File: src/anim_cfg_pkg.sv
`default_nettype none
package anim_cfg_pkg;
  // Register port widths
  localparam int unsigned ADDR_W    = 8;
  localparam int unsigned DATA_W    = 8;
  // Register offsets
  localparam logic [7:0]  OUT_MAP_ADDR   = 8'h05;  // Output-to-sequencer mapping
  localparam logic [7:0]  SEQ0_PAT_ADDR  = 8'h06;  // seq0_slot_patterns
  localparam logic [7:0]  SEQ1_PAT_ADDR  = 8'h07;  // seq1_slot_patterns
  localparam logic [7:0]  SEQ2_PAT_ADDR  = 8'h08;  // seq2_slot_patterns
  localparam logic [7:0]  SEQ3_PAT_ADDR  = 8'h09;  // seq3_slot_patterns
  localparam logic [7:0]  SEQ01_EN_ADDR  = 8'h0A;  // seq01_slot_enables
  localparam logic [7:0]  SEQ23_EN_ADDR  = 8'h0B;  // seq23_slot_enables
  localparam logic [7:0]  REPEAT_ADDR    = 8'h0C;  // seq_repeat_counts
  localparam logic [7:0]  FIRST_ADDR     = 8'h05;  // Lowest mapped offset
  localparam logic [7:0]  LAST_ADDR      = 8'h0C;  // Highest mapped offset
  localparam int unsigned NUM_REGS       = 8;
  localparam logic [7:0]  REG_RESET      = 8'h00;  // Reset value of every register
  localparam logic [7:0]  UNMAPPED_DATA  = 8'h00;  // Read answer outside the bank
  // Sequencer shape
  localparam int unsigned NUM_SEQ        = 4;
  localparam int unsigned NUM_SLOTS      = 4;
  localparam int unsigned SLOT_W         = 2;      // Slot index and pattern field width
  localparam int unsigned EN_LO_LSB      = 0;      // Even sequencer enables start here
  localparam int unsigned EN_HI_LSB      = 4;      // Odd sequencer enables start here
  localparam logic [1:0]  REPEAT_FOREVER = 2'h3;   // Repeat code meaning no end
  // Slot walker states
  typedef enum logic [0:0] {
    ST_IDLE = 1'b0,
    ST_RUN  = 1'b1
  } walk_state_t;
endpackage : anim_cfg_pkg
`default_nettype wire

File: src/seq_cfg_if.sv
`default_nettype none
// Configuration handed from the register bank to the slot walker
interface seq_cfg_if;
  import anim_cfg_pkg::*;
  logic [NUM_SEQ-1:0][7:0]           slot_pat;    // Four 2-bit pattern fields per sequencer
  logic [NUM_SEQ-1:0][NUM_SLOTS-1:0] slot_en;     // One enable per slot
  logic [NUM_SEQ-1:0][1:0]           repeat_cnt;  // Repeat code per sequencer
  modport prod (output slot_pat, output slot_en, output repeat_cnt);
  modport cons (input slot_pat, input slot_en, input repeat_cnt);
endinterface : seq_cfg_if
`default_nettype wire

File: src/anim_seq_cfg_regs.sv
// Functional notes
// - Sequencer 1 holds four 2-bit slot patterns
// - Sequencer 2 holds four 2-bit slot patterns
// - Sequencer 3 holds four 2-bit slot patterns
// - Sequencer 1 slot enables in bits 7..4
// - Sequencer 0 slot enables in bits 3..0
// - Sequencer 3 slot enables in bits 7..4
// - Sequencer 2 slot enables in bits 3..0
// - All registers reset to zero, read/write
// - Sequencer 0 patterns sit one register below
// - Each output picks a sequencer by 2 bits
// - Repeat count: 0..2 repeats, 3 endless
`default_nettype none
module anim_seq_cfg_regs
  import anim_cfg_pkg::*;
(
  // Clock and reset
  input  wire logic                                      core_clk_i,
  input  wire logic                                      arst_n_i,
  // Register port from the serial interface logic
  input  wire logic                                      wr_en_i,
  input  wire logic                                      rd_en_i,
  input  wire logic [anim_cfg_pkg::ADDR_W-1:0]           addr_i,
  input  wire logic [anim_cfg_pkg::DATA_W-1:0]           wdata_i,
  output logic      [anim_cfg_pkg::DATA_W-1:0]           rdata_o,
  output logic                                           rvalid_o,
  // Engine control
  input  wire logic                                      start_i,
  input  wire logic                                      stop_i,
  input  wire logic [anim_cfg_pkg::NUM_SEQ-1:0]          step_i,
  // Engine state and configuration out
  output logic      [anim_cfg_pkg::NUM_SEQ-1:0]          seq_running_o,
  output logic      [anim_cfg_pkg::NUM_SEQ-1:0][1:0]     seq_slot_o,
  output logic      [anim_cfg_pkg::NUM_SEQ-1:0][1:0]     seq_pattern_o,
  output logic      [7:0]                                out_seq_sel_o
);
  import anim_cfg_pkg::*;

  logic [NUM_REGS-1:0][DATA_W-1:0] regs_reg;   // Register bank, index = offset - first
  seq_cfg_if                       cfg_bus();  // Fields toward the walker

  // Offset inside the bank, or out of range
  function automatic logic in_bank(input logic [ADDR_W-1:0] a);
    return (a >= FIRST_ADDR) && (a <= LAST_ADDR);
  endfunction : in_bank

  function automatic logic [2:0] bank_idx(input logic [ADDR_W-1:0] a);
    return 3'(a - FIRST_ADDR);
  endfunction : bank_idx

  // Register writes; unmapped writes are dropped
  always_ff @(posedge core_clk_i or negedge arst_n_i) begin
    if (!arst_n_i) begin
      for (int i = 0; i < NUM_REGS; i++) begin
        regs_reg[i] <= REG_RESET;
      end
    end else if (wr_en_i && in_bank(addr_i)) begin
      regs_reg[bank_idx(addr_i)] <= wdata_i;
    end
  end

  // Read answer one cycle after the strobe
  always_ff @(posedge core_clk_i or negedge arst_n_i) begin
    if (!arst_n_i) begin
      rdata_o  <= REG_RESET;
      rvalid_o <= 1'b0;
    end else begin
      rvalid_o <= rd_en_i;
      if (rd_en_i) begin
        rdata_o <= in_bank(addr_i) ? regs_reg[bank_idx(addr_i)] : UNMAPPED_DATA;
      end
    end
  end

  assign out_seq_sel_o = regs_reg[bank_idx(OUT_MAP_ADDR)];

  // Field unpacking toward the walker
  // sequencer 0 to 3 patterns
  assign cfg_bus.slot_pat[0] = regs_reg[bank_idx(SEQ0_PAT_ADDR)];
  assign cfg_bus.slot_pat[1] = regs_reg[bank_idx(SEQ1_PAT_ADDR)];
  assign cfg_bus.slot_pat[2] = regs_reg[bank_idx(SEQ2_PAT_ADDR)];
  assign cfg_bus.slot_pat[3] = regs_reg[bank_idx(SEQ3_PAT_ADDR)];
  assign cfg_bus.slot_en[0]  = regs_reg[bank_idx(SEQ01_EN_ADDR)][EN_LO_LSB +: NUM_SLOTS];
  assign cfg_bus.slot_en[1]  = regs_reg[bank_idx(SEQ01_EN_ADDR)][EN_HI_LSB +: NUM_SLOTS];
  assign cfg_bus.slot_en[2]  = regs_reg[bank_idx(SEQ23_EN_ADDR)][EN_LO_LSB +: NUM_SLOTS];
  assign cfg_bus.slot_en[3]  = regs_reg[bank_idx(SEQ23_EN_ADDR)][EN_HI_LSB +: NUM_SLOTS];
  assign cfg_bus.repeat_cnt  = regs_reg[bank_idx(REPEAT_ADDR)];

  // Slot walker for all four sequencers
  seq_slot_walker u_walker (
    .core_clk_i (core_clk_i),
    .arst_n_i   (arst_n_i),
    .cfg        (cfg_bus),
    .start_i    (start_i),
    .stop_i     (stop_i),
    .step_i     (step_i),
    .running_o  (seq_running_o),
    .slot_o     (seq_slot_o),
    .pattern_o  (seq_pattern_o)
  );
endmodule : anim_seq_cfg_regs
`default_nettype wire

File: src/seq_slot_walker.sv
`default_nettype none
// Steps each sequencer through its enabled slots
module seq_slot_walker
  import anim_cfg_pkg::*;
(
  // Clock and reset
  input  wire logic                        core_clk_i,
  input  wire logic                        arst_n_i,
  // Configuration
  seq_cfg_if.cons                          cfg,
  // Engine control
  input  wire logic                        start_i,
  input  wire logic                        stop_i,
  input  wire logic [NUM_SEQ-1:0]          step_i,
  // Sequencer state
  output logic      [NUM_SEQ-1:0]          running_o,
  output logic      [NUM_SEQ-1:0][SLOT_W-1:0] slot_o,
  output logic      [NUM_SEQ-1:0][SLOT_W-1:0] pattern_o
);
  import anim_cfg_pkg::*;

  // First enabled slot at or above a starting index; bit 2 flags a hit
  function automatic logic [2:0] find_slot(input logic [NUM_SLOTS-1:0] en, input logic [2:0] from);
    logic [2:0] res;
    res = 3'h0;
    for (int i = NUM_SLOTS - 1; i >= 0; i--) begin
      if (en[i] && (3'(i) >= from)) begin
        res = {1'b1, 2'(i)};
      end
    end
    return res;
  endfunction : find_slot

  // Pattern field of one slot
  function automatic logic [1:0] pat_of(input logic [7:0] pat, input logic [1:0] idx);
    return pat[idx*SLOT_W +: SLOT_W];
  endfunction : pat_of

  for (genvar s = 0; s < NUM_SEQ; s++) begin : g_seq
    walk_state_t state_reg;        // Idle or running
    logic [1:0]  reps_reg;         // Repeats already played
    logic [2:0]  nxt_hit;          // Next enabled slot above the current one
    logic [2:0]  first_hit;        // Lowest enabled slot
    assign nxt_hit   = find_slot(cfg.slot_en[s], {1'b0, slot_o[s]} + 3'h1);
    assign first_hit = find_slot(cfg.slot_en[s], 3'h0);
    assign running_o[s] = (state_reg == ST_RUN);

    // Slot walk: ascending, skipping disabled slots, repeating as told
    always_ff @(posedge core_clk_i or negedge arst_n_i) begin
      if (!arst_n_i) begin
        state_reg    <= ST_IDLE;
        reps_reg     <= 2'h0;
        slot_o[s]    <= 2'h0;
        pattern_o[s] <= 2'h0;
      end else if (stop_i) begin
        // Stop wins over everything
        state_reg <= ST_IDLE;
      end else begin
        case (state_reg)
          ST_IDLE: begin
            if (start_i && first_hit[2]) begin
              state_reg    <= ST_RUN;
              reps_reg     <= 2'h0;
              slot_o[s]    <= first_hit[1:0];
              pattern_o[s] <= pat_of(cfg.slot_pat[s], first_hit[1:0]);
            end
          end
          ST_RUN: begin
            if (step_i[s]) begin
              if (nxt_hit[2]) begin
                slot_o[s]    <= nxt_hit[1:0];
                pattern_o[s] <= pat_of(cfg.slot_pat[s], nxt_hit[1:0]);
              end else if (first_hit[2] && ((cfg.repeat_cnt[s] == REPEAT_FOREVER) ||
                                            (reps_reg < cfg.repeat_cnt[s]))) begin
                reps_reg     <= (reps_reg == REPEAT_FOREVER) ? reps_reg : reps_reg + 2'h1;
                slot_o[s]    <= first_hit[1:0];
                pattern_o[s] <= pat_of(cfg.slot_pat[s], first_hit[1:0]);
              end else begin
                state_reg <= ST_IDLE;
              end
            end
          end
          default: state_reg <= ST_IDLE;
        endcase
      end
    end

  end
endmodule : seq_slot_walker
`default_nettype wire

File: config.mk
export PLATFORM = sky130hd
export DESIGN_NAME = anim_seq_cfg_regs
export DESIGN_NICKNAME = d
export VERILOG_FILES = /design/src/anim_cfg_pkg.sv /design/src/seq_cfg_if.sv /design/src/anim_seq_cfg_regs.sv /design/src/seq_slot_walker.sv
export SDC_FILE = /design/constraint.sdc
export NUM_CORES = 1
export LEC_CHECK = 0
export ABC_AREA = 1
export ABC_CLOCK_PERIOD_IN_PS = 3000
export BUFFER_PORTS_ARGS = -buffer_cell sky130_fd_sc_hd__buf_2
export CORE_MARGIN = 8
export CORE_UTILIZATION = 60
export CTS_CLUSTER_SIZE = 10
export DETAILED_ROUTE_END_ITERATION = 8
export GPL_ROUTABILITY_DRIVEN = 0
export HOLD_SLACK_MARGIN = 0.06
export MAX_ROUTING_LAYER = met4
export PLACE_DENSITY = 0.81
export SLEW_MARGIN = 20
export SYNTH_ARGS = -nofsm -noshare
export SYNTH_HDL_FRONTEND = slang
export SYNTH_SLANG_ARGS = --single-unit
export TNS_END_PERCENT = 1
File: constraint.sdc
create_clock -name core_clk_i -period 3 [get_ports core_clk_i]
set_input_delay 0.3 -clock core_clk_i [delete_from_list [all_inputs] [get_ports core_clk_i]]
set_output_delay 0.3 -clock core_clk_i [all_outputs]
set_load 0.1 [all_outputs]
==> results by group, run 1 <==
Run status
  – Run status: completed

Yosys
  – Mean Syn Cell Area: between 7 and 8 um^2
  – Synth Area in Compound Gates: 0.1409
  – Largest family of logic cells by synthesized area: simple AND/OR/NAND/NOR gates
  – Synth Area in Adders: 0.02321
  – Cell area after synthesis: ~0.006 mm^2
  – Seq cells post-synth: slightly above 100
  – Simple-gate portion of the synthesized area: 0.3065
  – Post-synthesis xor/xnor area fraction: 0.002954
  – Sequential share of the synthesized area: 0.4262
  – Total nets after synthesis: 879
  – Synth Instances: 842
  – Syn. warnings: 0
  – Distinct cells, synth: 25
  – Mux cell area share after synthesis: 0

Final layout
  – Most common cell after layout, fill and taps aside: nand2_1
  – Share of layout cells above drive strength 1: 0.1069
  – Area added between synthesis and finish: 10.02%
  – Largest register FFs: 32
  – Most frequent cells in the layout: nand2_1 (286), o21ai_0 (133), inv_1 (105), dfrtp_1 (101), nand3_1 (84)
  – Final net count: 930
  – Inserted Diodes: 0
  – Core Util, Final: 0.6738

Clocking
  – Deepest clock path buffer count: 2
  – Clk root buf: clkbuf_8
  – Clock insertion delay at the later pin of the skew report: approximately 370 ps
  – TritonCTS clock tree: built
  – Clock sinks: approximately 100
  – Clock transition at path regs: 100 ps
  – Total CTS buffers: 9
  – H-tree depth: 3

Floorplan
  – Die width: 115.4 um
  – Num ports: 63
  – Die footprint: approximately 0.013 mm^2
  – Row cnt: 36
  – Core area: approximately 0.0097 mm^2
  – Starting Density: 0.6124
  – Die height: 115.4 um

Setup path
  – Delay of the slowest cell on the worst path: slightly below 400 ps
  – Crit path cell chain: buf_2, inv_1, ha_1, inv_1, a31oi_1, nand3_1, buf_4, nor2_4, nand2_1, o21ai_0
  – Kind of cell adding the most delay to the critical path: simple AND/OR/NAND/NOR gates
  – Crit Path Class: primary input to flip-flop
  – Critical path's slowest cell: nand3_1
  – RR Startpoint: cfg_bus.repeat_cnt[1]
  – R2R depth: 10
  – CP Max Fanout: 16
  – Startpoint types: primary input
  – Critical path data required time: ~3300 ps
  – Worst EP arrival: approximately 2300 ps
  – CP Capture Type: flip-flop
  – Most common cell on crit path: inv_1
  – R2r setup slk: roughly 1300 ps
  – Reg-to-Reg End: u_walker.slot_o[1]
  – Critical path buffers and inverters: 4

STA
  – Worst Tran Pin Value: 618.6 ps
  – Hold Slack: around 190 ps
  – Worst relative slew slack: 0.5876
  – Fin. Hold Viols: 0
  – Crit path time final: 1969 ps
  – RSZ-0062 raised after global routing: no
  – Setup Skew: between 7 and 8 ps
  – Fmax: 0.5079 GHz
  – Slew Limit Fails: 0
  – Fin crit share: 0.6563
  – TNS Setup: 0 ps
  – Final setup vio count: 0

Pwr
  – Peak VDD IR: around 470 uV
  – Pwr dens: 655.9 mW/mm^2
  – Leakage: 3.291 nW
  – Tot Pwr: between 4 and 5 mW

Detailed routing
  – WL/cell: 15.74 um
  – Vias: between 5,000 and 6,000
  – Final ANT Viol Nets: 0
  – Drt first pass iters: 5
  – Drt first-iter violations: about 610
  – Final WL: between 15 and 20 mm
  – Vias/cell: ~5.6
  – Number of remaining DRC errors: 0

Global routing
  – GR Overflow Total: 0
  – Vias in the first global route: 5,656
  – Largest net degree at the start of global routing: 69
  – Total GRT Usage: 0.2604
  – First-pass GRT wire length: between 20 and 30 mm
  – Initial antenna violation count: 0

Placement
  – Detailed Place HPWL: 12.09 mm
  – Port buffer count: between 60 and 70

Job
  – Maximum capacitance violations: 0

Min path
  – HP Class: primary input to flip-flop
  – WHS Endpoint: u_walker.g_seq[3].state_reg
  – Worst Min Path Start: step_i[3]
  – WHS Path Cells: 3
[stage by stage]
| step | cell area (um^2) | cells | setup WS [ps] |
|---|---|---|---|
| floorplan | 5931 | 842 | 984.0 |
| global placement | 6243 | 1013 | 852.0 |
| detailed placement | 6243 | 1013 | 697.3 |
| CTS | 6525 | 1031 | 1077 |
| global route | 6525 | 1031 | 867.4 |
| finish | 6525 | 1031 | 1031 |
[cell type report]
| type | count | area (um^2) |
|---|---|---|
| Tap cell | 133 | 166.4 |
| Clock inverter | 6 | 133.9 |
| Fill cell | 818 | 3159 |
| Clock buffer | 10 | 127.6 |
| Sequential cell | 101 | 2527 |
| Inverter | 106 | 397.9 |
| Timing Repair Buffer | 68 | 362.8 |
| Multi-Input combinational cell | 607 | 2809 |
[worst min-delay path, stage by stage]
cell,delay (ps)
buf_2,70
or2_2,100
a21oi_1,60
[synthesized netlist by cell type]
master,number,share of area
a21oi_1,14,0.012
a22oi_1,10,0.013
a31oi_1,2,0.0021
buf_1,2,0.0013
buf_2,5,0.0042
buf_4,12,0.015
buf_6,4,0.0076
clkbuf_1,4,0.0025
clkbuf_8,1,0.0023
clkinv_1,1,0.00063
dfrtp_1,101,0.43
ha_1,11,0.023
inv_1,105,0.066
nand2_1,286,0.18
nand3_1,84,0.071
nand4_1,3,0.0032
nor2_1,39,0.025
nor2_2,5,0.0053
nor2_4,7,0.013
nor3_1,6,0.0051
o21ai_0,133,0.11
o22ai_1,2,0.0021
or2_2,3,0.0032
xnor2_1,1,0.0015
xor2_1,1,0.0015
[how the worst max path moves through the flow]
| stage | from | endpoint | depth (start not counted) |
|---|---|---|---|
| after detailed placement | addr_i[0] | cfg_bus.slot_en[10] | 8 |
| after floorplan | u_walker.slot_o[7] | u_walker.g_seq[3].reps_reg[1] | 9 |
| final | addr_i[0] | out_seq_sel_o[6] | 10 |
| after CTS | addr_i[0] | cfg_bus.slot_en[10] | 8 |
| after global routing | addr_i[0] | cfg_bus.slot_en[10] | 8 |
| after global placement | addr_i[0] | cfg_bus.slot_en[8] | 8 |
[power by group]
part | leakage [nW] | switching, mW | internal [mW]
logic | 2.07 | 1.15 | 0.319
registers | 1.09 | 0.145 | 1.54
clock network | 0.131 | 0.485 | 0.640
total | 3.29 | 1.78 | 2.50
[routing by layer]
layer	track usage	wire length, um	up-vias	part of all wire
li1	-	-	2804	-
met1	0.3172	6792	2661	0.42
met2	0.4171	7647	283	0.47
met3	0.03075	1081	70	0.067
met4	0.1410	705	0	0.043
met5	-	0	-	0
[kinds of logic (layout without fill, tap and decap cells)]
group / Yosys count / in the layout
buffers and inverters: 134 / 190
DFF: 101 / 101
AOI/OAI and AO/OA: 161 / 161
and+or+nand+nor: 433 / 433
xor gates and xnor gates: 2 / 2
adders and majority gates: 11 / 11
[what timing repair did]
| item | CTS | global route |
|---|---|---|
| buffers inserted | 0 | 0 |
| hold endpoints to repair | 46 | 0 |
| hold buffers | 2 | 0 |
| gates resized for setup | 0 | 0 |
No activity file was read; power rests on OpenSTA's default activity.
==> inputs of run 2 (changes only) <==
- ABC_CLOCK_PERIOD_IN_PS: 3000 -> 1800
- CORE_UTILIZATION: 60 -> 54
- PLACE_DENSITY: 0.81 -> 0.77
- clock period: 3 -> 1.8 ns (I/O delays scaled with it)
==> results by group, run 2 (synthesized netlist as in run 1, its figures left out) <==
Run status
  – Run status: completed

STA
  – Final setup vio count: 0 (unchanged)
  – Fin. Hold Viols: 0 (unchanged)
  – Fmax: roughly 0.62 GHz
  – Fin crit share: 0.9030
  – Worst relative slew slack: 0.6554 (+0.06783)
  – Worst Tran Pin Value: 516.3 ps (-102.3 ps)
  – Setup Skew: 13.79 ps (+6.544 ps)
  – Crit path time final: around 1600 ps
  – RSZ-0062 raised after global routing: no
  – Slew Limit Fails: 0 (unchanged)

Final layout
  – Final net count: 947 (+1.8%)
  – Core Util, Final: 0.6137 (-0.06005)
  – Largest register FFs: 32 (unchanged)
  – Share of layout cells above drive strength 1: 0.1268 (+0.01987)
  – Most common cell after layout, fill and taps aside: nand2_1
  – Area added between synthesis and finish: 11.69%
  – Most frequent cells in the layout: nand2_1 (285), o21ai_0 (133), inv_1 (104), dfrtp_1 (99), nand3_1 (84)
  – Inserted Diodes: 0 (unchanged)

Global routing
  – Total GRT Usage: 0.2247 (-0.03573)
  – Largest net degree at the start of global routing: 69 (unchanged)
  – Vias in the first global route: 5,246 (-7.2%)
  – Initial antenna violation count: 0 (unchanged)
  – GR Overflow Total: 0 (unchanged)
  – First-pass GRT wire length: 25.36 mm (-4.7%)

Pwr
  – Tot Pwr: 6.752 mW (+58%)
  – Net switching power: 2.960 mW (+66%)
  – Internal: 3.793 mW (+52%)
  – Leakage: 3.338 nW (+1.4%)
  – Clock power share: 0.217 (-0.046)
  – Sw Ratio: 0.4383 (+0.02268)
  – Peak VDD IR: 650.2 uV (+38%)
  – Seq pwr share: 0.414 (+0.020)
  – Logic pwr share: 0.369 (+0.026)
  – Pwr dens: 1019 mW/mm^2 (+55%)

Floorplan
  – Core area: 0.01079 mm^2 (+11%)
  – Row cnt: 38 (+5.6%)
  – Die width: 120.8 um (+4.7%)
  – Starting Density: 0.5495 (-0.06290)
  – Num ports: 63 (unchanged)
  – Die height: 120.8 um (+4.7%)
  – Die footprint: 0.01459 mm^2 (+9.5%)

Detailed routing
  – Vias/cell: 5.331 (-5.5%)
  – WL/cell: 14.62 um (-7.1%)
  – Drt first-iter violations: 446 (-27%)
  – Number of remaining DRC errors: 0 (unchanged)
  – Vias: 5,624 (-3.3%)
  – Drt first pass iters: 5 (unchanged)
  – Final WL: 15.42 mm (-5.0%)
  – Final ANT Viol Nets: 0 (unchanged)

Clocking
  – Deepest clock path buffer count: 2 (unchanged)
  – Total CTS buffers: 9 (unchanged)
  – Clock insertion delay at the later pin of the skew report: 390 ps (+20 ps)
  – Clock transition at path regs: 100 ps (about the same)
  – Clk root buf: clkbuf_8
  – Clock sinks: 101 (unchanged)
  – H-tree depth: 3 (unchanged)
  – TritonCTS clock tree: built

Min path
  – HP Class: primary input to flip-flop

Placement
  – Port buffer count: 62 (unchanged)
  – Detailed Place HPWL: 11.72 mm (-3.1%)

Setup path
  – Worst EP arrival: 1930 ps (-320 ps)
  – CP Capture Type: flip-flop
  – Critical path data required time: 2100 ps (-1180 ps)
  – CP Max Fanout: 5 (-11)
  – Crit Path Class: flip-flop to flip-flop
  – Startpoint types: flip-flop

Job
  – Maximum capacitance violations: 0 (unchanged)
[run 2: changes by cell type in the layout (fill, tap and decap cells not counted)]
cell           delta
clkinvlp_4        +2
dfrtp_2           +2
inv_1             -1
dfrtp_1           -2
nand2_1           -1
dlygate4sd3_1     +1
inv_6             -1
buf_12            +2
clkinv_2          +1
buf_4            +14
bufinv_16         -3
inv_2             +1
clkinv_4          +1
nand2_2           +1
[run 2: final timing paths]
kind | start | to | slack, ps | cells after the start
setup / recovery | cfg_bus.repeat_cnt[1] | u_walker.slot_o[1] | 170 | 10
hold / removal | step_i[0] | u_walker.g_seq[0].state_reg | 100 | 4
setup reg to reg | cfg_bus.repeat_cnt[1] | u_walker.slot_o[1] | 170 | 10
hold reg to reg | rdata_o[0] | rdata_o[0] | 480 | 2
max in group asynchronous | arst_n_i | u_walker.slot_o[6] | 910 | 3
min in group asynchronous | arst_n_i | out_seq_sel_o[1] | 210 | 2
[run 2: stage by stage]
stage,worst slack [ps],setup TNS [ps],area [um^2],cells,hold slack [ps]
CTS,124.6,0,6611,1054,60.62
floorplan,-191.8,-2046,5933,842,-115.6
global placement,23.00,0,6400,1036,80.64
global route,15.43,0,6624,1055,118.8
finish,174.6,0,6624,1055,104.5
detailed placement,-59.36,-569.2,6400,1036,82.32
[run 2: critical path, cell delays in order (launching register included)]
cell and delay (ps):
dfrtp_1 390, inv_1 100, ha_1 230, or2_2 280, nand2_1 60, nand2_1 60
nand3_1 80, nand2_1 120, inv_2 110, nand2_1 50, o21ai_0 60
[run 2: repair_timing]
| item | CTS | global route |
|---|---|---|
| gates resized for setup | 0 | 2 |
| setup buffers | 0 | 0 |
| setup endpoints to repair | 0 | 4 |
| hold endpoints to repair | 72 | 1 |
| hold buffers | 2 | 1 |
[run 2: power groups by stage]
stage / clock network [mW] / logic [mW] / registers (mW)
after detailed placement: 0 / 2.48 / 2.84
after CTS: 1.47 / 2.49 / 2.80
after global placement: 0 / 2.45 / 2.84
final: 1.46 / 2.49 / 2.80
after global routing: 1.56 / 2.74 / 2.84
after floorplan: 0 / 1.11 / 3.60
[run 2: layer usage]
metal | routed length [um] | vias up | track usage
met3 | 902 | 32 | 0.04149
li1 | - | 2827 | -
met1 | 6985 | 2578 | 0.2869
met4 | 406 | 0 | 0.08197
met2 | 7125 | 187 | 0.3508
met5 | 0 | - | -
[run 2: area by class of cell]
class / count / area [um^2]
clock buffer: 10 / 127.6
clock inverter: 6 / 63.81
fill: 1013 / 4169
inverter: 106 / 397.9
multi-input combinational: 607 / 2811
sequential: 101 / 2530
tap: 140 / 175.2
timing repair buffer: 85 / 518.0
